$ cat src/verilog/asp_cfg.svh
// offsets, field positions, reset values of the analog shared io port
`ifndef ASP_CFG_SVH
`define ASP_CFG_SVH

// ----------------------------------------------------------------
// geometry
// ----------------------------------------------------------------
`define ASP_NPINS 8
`define ASP_PADDR_W 12

// ----------------------------------------------------------------
// register indices (byte address is index times four)
// ----------------------------------------------------------------
`define ASP_LATCH_IDX 10'h006
`define ASP_DIR_IDX 10'h00c
`define ASP_CONV_IDX 10'h00e
`define ASP_MODE_IDX 10'h00f

// ----------------------------------------------------------------
// field positions
// ----------------------------------------------------------------
`define ASP_DISABLE_BIT 0
`define ASP_KEY_WAKE_LO 4
`define ASP_EXT_INT_BIT 3
`define ASP_EVT_CNT_BIT 2
`define ASP_EVT_CLK_BIT 1

// ----------------------------------------------------------------
// reset values
// ----------------------------------------------------------------
`define ASP_LATCH_RST 8'h00
`define ASP_DIR_RST 8'h00
`define ASP_DISABLE_RST 1'b1

`endif

$ cat src/verilog/asp_pkg.sv
// types shared by the analog shared io port
package asp_pkg;

  // ----------------------------------------------------------------
  // per-pin mode
  // ----------------------------------------------------------------
  typedef enum logic [1:0] {
    asp_mode_forced_zero,
    asp_mode_digital_in,
    asp_mode_digital_out,
    asp_mode_analog_in
  } asp_mode_t;

  // ----------------------------------------------------------------
  // levels handed to interrupt, counter and key wake-up logic
  // ----------------------------------------------------------------
  typedef struct packed {
    logic [3:0] key_wake;
    logic external_interrupt_zero;
    logic event_counter_input;
    logic event_clock_input;
  } asp_sec_t;

endpackage

$ cat src/verilog/asp_port.sv
// eight pin port shared between digital io and converter inputs
`timescale 1ns/10ps
`include "asp_cfg.svh"

module asp_port (
  // clock and reset
  input wire logic pclk,
  input wire logic presetn,
  // apb slave
  input wire logic psel,
  input wire logic penable,
  input wire logic pwrite,
  input wire logic [`ASP_PADDR_W-1:0] paddr,
  input wire logic [31:0] pwdata,
  input wire logic [3:0] pstrb,
  output logic [31:0] prdata,
  output logic pready,
  output logic pslverr,
  // port pins
  input wire logic [`ASP_NPINS-1:0] pin_in,
  output logic [`ASP_NPINS-1:0] pin_out,
  output logic [`ASP_NPINS-1:0] pin_oe,
  // converter side
  output logic analog_input_disable,
  output logic [`ASP_NPINS-1:0] analog_select,
  // secondary function inputs
  output asp_pkg::asp_sec_t sec_in
);
  import asp_pkg::*;

  // ----------------------------------------------------------------
  // state
  // ----------------------------------------------------------------
  logic [`ASP_NPINS-1:0] port_output_latch;
  logic [`ASP_NPINS-1:0] next_port_output_latch;
  logic [`ASP_NPINS-1:0] port_direction_control;
  logic [`ASP_NPINS-1:0] next_port_direction_control;
  logic next_analog_input_disable;
  logic [`ASP_NPINS-1:0] next_analog_select;
  logic [`ASP_NPINS-1:0] pin_meta;
  logic [`ASP_NPINS-1:0] pin_sync;
  logic [`ASP_NPINS-1:0] in_val;
  logic [`ASP_NPINS-1:0] ana_mask;
  asp_sec_t next_sec_in;
  logic [31:0] next_prdata;
  logic err;
  logic next_err;
  logic setup;
  logic access;
  logic wr;
  logic unmapped;
  logic out_of_reset;

  // ----------------------------------------------------------------
  // functions
  // ----------------------------------------------------------------
  function automatic asp_mode_t pin_mode(input logic dir, input logic lat,
                                         input logic dis);
    if (dir) begin
      pin_mode = asp_mode_digital_out;
    end else if (lat) begin
      pin_mode = asp_mode_digital_in;
    end else if (dis) begin
      pin_mode = asp_mode_forced_zero;
    end else begin
      pin_mode = asp_mode_analog_in;
    end
  endfunction

  function automatic logic seen_level(input asp_mode_t m, input logic lvl);
    case (m)
      asp_mode_digital_in: seen_level = lvl;
      asp_mode_digital_out: seen_level = lvl;
      default: seen_level = 1'b0;
    endcase
  endfunction

  function automatic logic hit(input logic [`ASP_PADDR_W-1:0] a,
                               input logic [9:0] idx);
    hit = (a == {idx, 2'b00});
  endfunction

  // ----------------------------------------------------------------
  // pin synchroniser
  // ----------------------------------------------------------------
  always_ff @(posedge pclk or negedge presetn) begin
    if (!presetn) begin
      pin_meta <= '0;
      pin_sync <= '0;
    end else begin
      pin_meta <= pin_in;
      pin_sync <= pin_meta;
    end
  end

  // ----------------------------------------------------------------
  // mode decode
  // ----------------------------------------------------------------
  always_comb begin
    for (int i = 0; i < `ASP_NPINS; i++) begin
      ana_mask[i] = (pin_mode(port_direction_control[i],
                              port_output_latch[i],
                              analog_input_disable) == asp_mode_analog_in);
      in_val[i] = seen_level(pin_mode(port_direction_control[i],
                                      port_output_latch[i],
                                      analog_input_disable), pin_sync[i]);
    end
  end

  // ----------------------------------------------------------------
  // apb decode
  // ----------------------------------------------------------------
  assign setup = psel & ~penable;
  assign access = psel & penable;
  assign wr = access & pwrite & pready & pstrb[0];
  assign unmapped = ~(hit(paddr, `ASP_LATCH_IDX) | hit(paddr, `ASP_DIR_IDX) |
                      hit(paddr, `ASP_CONV_IDX) | hit(paddr, `ASP_MODE_IDX));
  assign pready = 1'b1;
  assign pslverr = access & err;

  // ----------------------------------------------------------------
  // register next values
  // ----------------------------------------------------------------
  always_comb begin
    next_port_output_latch = port_output_latch;
    next_port_direction_control = port_direction_control;
    next_analog_input_disable = analog_input_disable;
    next_prdata = prdata;
    next_err = err;
    if (wr && hit(paddr, `ASP_LATCH_IDX)) begin
      next_port_output_latch = pwdata[`ASP_NPINS-1:0];
    end
    if (wr && hit(paddr, `ASP_DIR_IDX)) begin
      next_port_direction_control = pwdata[`ASP_NPINS-1:0];
    end
    if (wr && hit(paddr, `ASP_CONV_IDX)) begin
      next_analog_input_disable = pwdata[`ASP_DISABLE_BIT];
    end
    if (setup) begin
      next_err = unmapped;
      next_prdata = 32'h0000_0000;
      if (!pwrite) begin
        if (hit(paddr, `ASP_LATCH_IDX)) begin
          next_prdata[`ASP_NPINS-1:0] = in_val;
        end
        if (hit(paddr, `ASP_DIR_IDX)) begin
          next_prdata[`ASP_NPINS-1:0] = port_direction_control;
        end
        if (hit(paddr, `ASP_CONV_IDX)) begin
          next_prdata[`ASP_DISABLE_BIT] = analog_input_disable;
        end
        if (hit(paddr, `ASP_MODE_IDX)) begin
          next_prdata[`ASP_NPINS-1:0] = ana_mask;
        end
      end
    end
    for (int i = 0; i < `ASP_NPINS; i++) begin
      next_analog_select[i] = (pin_mode(next_port_direction_control[i],
                                        next_port_output_latch[i],
                                        next_analog_input_disable)
                               == asp_mode_analog_in);
    end
    next_sec_in.key_wake = in_val[`ASP_NPINS-1:`ASP_KEY_WAKE_LO];
    next_sec_in.external_interrupt_zero = in_val[`ASP_EXT_INT_BIT];
    next_sec_in.event_counter_input = in_val[`ASP_EVT_CNT_BIT];
    next_sec_in.event_clock_input = in_val[`ASP_EVT_CLK_BIT];
  end

  // ----------------------------------------------------------------
  // registers
  // ----------------------------------------------------------------
  always_ff @(posedge pclk or negedge presetn) begin
    if (!presetn) begin
      port_output_latch <= `ASP_LATCH_RST;
      port_direction_control <= `ASP_DIR_RST;
      analog_input_disable <= `ASP_DISABLE_RST;
      analog_select <= '0;
      sec_in <= '0;
      prdata <= 32'h0000_0000;
      err <= 1'b0;
      out_of_reset <= 1'b0;
    end else begin
      port_output_latch <= next_port_output_latch;
      port_direction_control <= next_port_direction_control;
      analog_input_disable <= next_analog_input_disable;
      analog_select <= next_analog_select;
      sec_in <= next_sec_in;
      prdata <= next_prdata;
      err <= next_err;
      out_of_reset <= 1'b1;
    end
  end

  // ----------------------------------------------------------------
  // pin drive
  // ----------------------------------------------------------------
  assign pin_out = port_output_latch;
  assign pin_oe = port_direction_control;

  // ----------------------------------------------------------------
  // assertions
  // ----------------------------------------------------------------
  property p_reset_values;
    @(posedge pclk) disable iff (!presetn)
    !out_of_reset |-> (port_direction_control == 8'h00 &&
                       port_output_latch == 8'h00 && analog_input_disable &&
                       pin_oe == 8'h00 && analog_select == 8'h00);
  endproperty
  a_reset_values: assert property (p_reset_values)
    else $error("register values after reset are wrong");

  property p_dir_write;
    @(posedge pclk) disable iff (!presetn)
    (access && pwrite && pstrb[0] && hit(paddr, `ASP_DIR_IDX))
    |=> pin_oe == $past(pwdata[7:0]);
  endproperty
  a_dir_write: assert property (p_dir_write)
    else $error("direction write did not reach the output enables");

  property p_latch_write;
    @(posedge pclk) disable iff (!presetn)
    (setup && pwrite && hit(paddr, `ASP_LATCH_IDX))
    ##1 (access && pstrb[0])
    |-> $stable(pin_out) ##1 pin_out == $past(pwdata[7:0]);
  endproperty
  a_latch_write: assert property (p_latch_write)
    else $error("latch write changed the pins at the wrong edge");

  property p_drive;
    @(posedge pclk) disable iff (!presetn)
    (pin_oe == port_direction_control) && (pin_out == port_output_latch) &&
    ((pin_oe & analog_select) == 8'h00);
  endproperty
  a_drive: assert property (p_drive)
    else $error("pin drive does not follow direction and latch");

  property p_analog_sel;
    @(posedge pclk) disable iff (!presetn)
    analog_select == (~port_direction_control & ~port_output_latch &
                      {8{~analog_input_disable}});
  endproperty
  a_analog_sel: assert property (p_analog_sel)
    else $error("analog selection does not match the mode bits");

  property p_read_analog_zero;
    @(posedge pclk) disable iff (!presetn)
    (setup && !pwrite && hit(paddr, `ASP_LATCH_IDX))
    |=> (prdata[7:0] & $past(analog_select)) == 8'h00;
  endproperty
  a_read_analog_zero: assert property (p_read_analog_zero)
    else $error("analog bit did not read as zero");

  property p_read_level;
    @(posedge pclk) disable iff (!presetn)
    (setup && !pwrite && hit(paddr, `ASP_LATCH_IDX))
    |=> ((prdata[7:0] ^ $past(pin_sync)) &
         ($past(port_output_latch) | $past(port_direction_control)))
        == 8'h00;
  endproperty
  a_read_level: assert property (p_read_level)
    else $error("latch read did not return the sampled pin level");

  property p_read_dir;
    @(posedge pclk) disable iff (!presetn)
    (setup && !pwrite && hit(paddr, `ASP_DIR_IDX))
    |=> prdata == {24'h000000, $past(port_direction_control)};
  endproperty
  a_read_dir: assert property (p_read_dir)
    else $error("direction read back is wrong");

  property p_forced_zero;
    @(posedge pclk) disable iff (!presetn)
    (!port_direction_control[3] && !port_output_latch[3])
    |=> !sec_in.external_interrupt_zero;
  endproperty
  a_forced_zero: assert property (p_forced_zero)
    else $error("forced pin reached the interrupt input");

  property p_sec_follow;
    @(posedge pclk) disable iff (!presetn)
    (port_output_latch[7] && !port_direction_control[7])
    |=> sec_in.key_wake[3] == $past(pin_sync[7]);
  endproperty
  a_sec_follow: assert property (p_sec_follow)
    else $error("key wake input does not follow the pin");

  property p_digital_kept;
    @(posedge pclk) disable iff (!presetn)
    (!analog_input_disable && port_output_latch[0])
    |-> !analog_select[0];
  endproperty
  a_digital_kept: assert property (p_digital_kept)
    else $error("latched pin became analog while converter in use");

  property p_unmapped;
    @(posedge pclk) disable iff (!presetn)
    (setup && unmapped) |=> (access |-> pslverr);
  endproperty
  a_unmapped: assert property (p_unmapped)
    else $error("unmapped access gave no error");

  property p_conv_write;
    @(posedge pclk) disable iff (!presetn)
    (access && pwrite && pstrb[0] && hit(paddr, `ASP_CONV_IDX))
    |=> analog_input_disable == $past(pwdata[`ASP_DISABLE_BIT]);
  endproperty
  a_conv_write: assert property (p_conv_write)
    else $error("converter disable write did not take effect");

  property p_digital_level;
    @(posedge pclk) disable iff (!presetn)
    (!analog_input_disable && port_output_latch[4] &&
     !port_direction_control[4])
    |=> sec_in.key_wake[0] == $past(pin_sync[4]);
  endproperty
  a_digital_level: assert property (p_digital_level)
    else $error("latched pin lost its digital input with converter on");

endmodule
$ cat config.mk
export PLATFORM = sky130hd
export DESIGN_NAME = asp_port
export DESIGN_NICKNAME = d
export VERILOG_FILES = /design/src/verilog/asp_pkg.sv /design/src/verilog/asp_port.sv
export VERILOG_INCLUDE_DIRS = /design/src /design/src/verilog
export SDC_FILE = /design/constraint.sdc
export NUM_CORES = 1
export LEC_CHECK = 0
export ABC_AREA = 1
export ABC_CLOCK_PERIOD_IN_PS = 1500
export BUFFER_PORTS_ARGS = -buffer_cell sky130_fd_sc_hd__buf_2
export CAP_MARGIN = 20
export CORE_ASPECT_RATIO = 1.75
export CORE_MARGIN = 2
export CORE_UTILIZATION = 46
export DETAILED_ROUTE_END_ITERATION = 10
export HOLD_SLACK_MARGIN = 0.12
export MAX_ROUTING_LAYER = met4
export PLACE_DENSITY = 0.9
export SYNTH_ARGS = -nofsm -noshare
export SYNTH_HDL_FRONTEND = slang
export SYNTH_SLANG_ARGS = --single-unit
$ cat constraint.sdc
create_clock -name pclk -period 1.5 [get_ports pclk]
set_input_delay 0.3 -clock pclk [delete_from_list [all_inputs] [get_ports pclk]]
set_output_delay 0.3 -clock pclk [all_outputs]
set_load 0.1 [all_outputs]
==> results_tabular.tex <==
\begin{tabular}{lr}
\hline
Metric & Value \\
\hline
\multicolumn{2}{l}{\textbf{Critical path}} \\
Element type at the critical path start & register \\
Critical path endpoint category & primary output \\
Flop-to-flop setup slack & 0.12 ns \\
Data arrival time at the worst-slack endpoint & 1.14 ns \\
Critical Path Max Stage Delay & 0.64 ns \\
Worst r2r src & analog\_input\_disable \\
Critical Setup Path Class & register to primary output \\
Crit Reg-Reg Endpoint & prdata[1] \\
Critical path buffers and inverters & 1 \\
Highest-delay cell along the critical path & sky130\_fd\_sc\_hd\_\_dfstp\_4 \\
Largest delay contributor family on the critical path & flip-flops \\
Crit path required time & 1.20 ns \\
Worst path depth & 1 \\
Worst reg-to-reg path cell count & 7 \\
Worst-path fanout max & 2 \\
Chain of cells forming the critical path & buf\_12 \\
\multicolumn{2}{l}{\textbf{Detailed routing}} \\
Ratio of routed vias to standard cells & 4.60 \\
Total routed wire length on the met1 layer & 2190 um \\
Routed wirelength normalized by instance count & 12.1 um \\
Uppermost layer routed & met4 \\
Final routed wirelength across all metal layers & 5880 um \\
Post-detailed-route count of antenna-violating nets & 0 \\
Met3 WL & 281 um \\
Total length of routed met2 wires & 3260 um \\
Initial DRT Pass Iterations & 4 \\
Initial DRC Count & 63 \\
Via count of the routed design & 2234 \\
Drt drc & 0 \\
\multicolumn{2}{l}{\textbf{Placement}} \\
Number of instances in the placed design & $\sim$460 \\
Cell area reported after detailed placement & about 0.0031 mm2 \\
Number of buffer cells added on primary ports & 74 \\
GP Congestion & 0.875 \\
Dpl hpwl & 4370 um \\
\multicolumn{2}{l}{\textbf{Floorplanning}} \\
Initial core utilization & 47.7\% \\
Die area & 0.00644 mm2 \\
Core Footprint & 0.00559 mm2 \\
Die Height & 105 um \\
I/O pin cnt & 127 \\
Die W & 61.5 um \\
Cell Rows & 36 \\
\multicolumn{2}{l}{\textbf{Synth}} \\
Synth Cell Area & 0.00266 mm2 \\
Synth cell types & 25 \\
Count of mapped cells out of synthesis & 305 \\
Ys Warns & 0 \\
Top cells by area in the synthesized netlist & sky130\_fd\_sc\_hd\_\_dfrtp\_1, sky130\_fd\_sc\_hd\_\_nand2\_1, sky130\_fd\_sc\_hd\_\_buf\_4, sky130\_fd\_sc\_hd\_\_inv\_1, sky130\_fd\_sc\_hd\_\_nand3\_1 \\
Area share of the largest cell type after synthesis & 52.6\% \\
Sequential element share of the synthesized area & 53.6\% \\
Mean cell area of the mapped netlist & between 8 and 9 um2 \\
Number of synthesized register bits & 57 \\
Cell type with the largest total area after synthesis & sky130\_fd\_sc\_hd\_\_dfrtp\_1 \\
\multicolumn{2}{l}{\textbf{Clock tree}} \\
Clock buffer depth & 2 \\
Number of clock sinks & 57 \\
Clock latency of the later-clocked register in the worst-skew pair & 0.33 ns \\
Number of buffers created by CTS & 9 \\
CTS tree & done \\
Clk pin slew, worst setup/hold paths & about 0.060 ns \\
Clock H-tree levels & 3 \\
Cell at the root of the clock tree & sky130\_fd\_sc\_hd\_\_clkbuf\_8 \\
\multicolumn{2}{l}{\textbf{Final layout}} \\
Area Growth Syn to Fin & 31.3\% \\
Diodes inserted & 0 \\
Proportion of layout cells with a drive suffix above 1 & 28.5\% \\
Leading cell type in the layout, fill and taps excluded & sky130\_fd\_sc\_hd\_\_nand2\_1 \\
Number of cells in the finished layout apart from fillers & roughly 500 \\
Area occupied by registers & 0.00143 mm2 \\
End-of-flow core utilization & between 60\% and 70\% \\
Total Nets Final & 466 \\
Most frequent cells in the layout & sky130\_fd\_sc\_hd\_\_nand2\_1, sky130\_fd\_sc\_hd\_\_dfrtp\_1, sky130\_fd\_sc\_hd\_\_buf\_2 \\
Filler cells & 483 \\
Design Area, Final & around 0.0035 mm2 \\
Multi-input gate area & 918 um2 \\
\multicolumn{2}{l}{\textbf{Power}} \\
Leak Pwr & 1.99 nW \\
Power per Cell Area & 1060 mW/mm2 \\
Worst vdd rail ir drop & 0.914 mV \\
\multicolumn{2}{l}{\textbf{Status}} \\
Outcome & finished, final reports clean \\
\multicolumn{2}{l}{\textbf{Min path}} \\
Count of cells along the worst hold path & 3 \\
Worst hold path endpoint & pin\_oe[1] \\
Hold Startpoint & pwdata[1] \\
Type of the most critical hold path & input port to register \\
\multicolumn{2}{l}{\textbf{STA}} \\
Total count of max-transition violations in the final report & 0 \\
Fmax achieved & 693 MHz \\
Post-layout minimum cycle time & 1.44 ns \\
Worst hold margin & 0.257 ns \\
Hold violation count in the final report & 0 \\
RSZ-0062 raised after global routing & no \\
Worst Clk Skew & 0.00432 ns \\
Setup-violating endpoint count in the final report & 0 \\
Crit share post-route & a little under 100\% \\
\multicolumn{2}{l}{\textbf{Global routing}} \\
Wire length of the first global-routing pass & 9740 um \\
Number of global-route vias before repair & 2219 \\
Antenna violations before repair & 0 \\
Pin count of the biggest net entering global routing & 58 \\
Total global routing overflow & 0 \\
Overall fraction of global-route tracks in use & 20.9\% \\
\multicolumn{2}{l}{\textbf{Run}} \\
Max-capacitance violation count & 0 \\
\hline
\end{tabular}
-- metrics by stage --
step	setup slack, ns	setup TNS (ns)	total power, mW
6_report	0.0572	0	3.71
3_5_place_dp	-0.120	-0.704	2.16
4_1_cts	0.000742	0	3.73
3_3_place_gp	-0.0714	-0.427	2.15
2_1_floorplan	0.00931	0	2.08
5_1_grt	0.00928	0	3.82
-- cells in the mapped netlist --
library cell,n
sky130_fd_sc_hd__nand4_4,1
sky130_fd_sc_hd__nand2_2,1
sky130_fd_sc_hd__nor3_1,9
sky130_fd_sc_hd__dfstp_2,1
sky130_fd_sc_hd__nor2_1,21
sky130_fd_sc_hd__nor3_4,1
sky130_fd_sc_hd__o21ai_2,2
sky130_fd_sc_hd__buf_1,1
sky130_fd_sc_hd__buf_4,27
sky130_fd_sc_hd__dfrtp_1,56
sky130_fd_sc_hd__buf_6,1
sky130_fd_sc_hd__or2_2,1
sky130_fd_sc_hd__nor2_4,1
sky130_fd_sc_hd__o21ai_1,6
sky130_fd_sc_hd__o21a_1,8
sky130_fd_sc_hd__inv_2,3
sky130_fd_sc_hd__o21ai_0,1
sky130_fd_sc_hd__o21bai_1,8
sky130_fd_sc_hd__nand2_1,73
sky130_fd_sc_hd__buf_2,3
sky130_fd_sc_hd__nand4_1,11
sky130_fd_sc_hd__o2111ai_1,1
sky130_fd_sc_hd__conb_1,2
sky130_fd_sc_hd__inv_1,44
sky130_fd_sc_hd__nand3_1,22
-- worst max path at each step --
stage / from / endpoint / slack [ns]
CTS: pin_oe[5] / pin_oe[5] / 0.0007
detailed placement: paddr[1] / analog_select[7] / -0.12
global placement: paddr[7] / analog_select[3] / -0.07
finish: analog_input_disable / analog_input_disable / 0.06
floorplan: analog_input_disable / analog_select[0] / 0.009
global route: analog_input_disable / prdata[1] / 0.009
-- cells by family after synthesis --
| kind of cell | Yosys count | share of synthesized area [%] |
|---|---|---|
| simple gates | 141 | 24.0 |
| flops | 57 | 53.6 |
| compound gates | 26 | 6.81 |
| other cells | 2 | 0.282 |
| buf+inv | 79 | 15.4 |
-- what timing repair did --
item                                   4_1_cts  5_1_grt
setup endpoints to repair                    9       12
setup buffers                                2        0
endpoints found under the hold margin       64        0
hold buffers                                 9        0
pin swaps                                    0        1
resized for setup                            8        9
-- report_power, final --
part           leakage [nW]  switching (mW)  internal (mW)
clock network         0.113           0.585          0.977
registers             0.695         0.00891           1.57
logic                  1.18           0.470         0.0989
total                  1.99            1.06           2.65
-- flip-flops by register name (all words and copies together), names as in the netlist --
register	flops
pin_sync	8
sec_in	7
analog_select	8
prdata	8
pin_oe	8
analog_input_disable	1
pin_meta	8
err	1
pin_out	8
-- layout make-up --
class / count / share of cell area (%)
clock buffers: 11 / 4.04
clock inverters: 5 / 2.25
inverters: 47 / 5.04
multi-input cells: 192 / 26.3
flip-flops and latches: 57 / 40.9
well taps: 76 / 2.72
repair buffers: 98 / 18.7
-- routing by layer --
layer / global-route usage (%) / up-vias
met5: - / -
met3: 4.58 / 13
li1: - / 1105
met2: 34.4 / 78
met1: 21.5 / 1038
met4: 12.2 / 0
(Power assumes the default switching activity.)
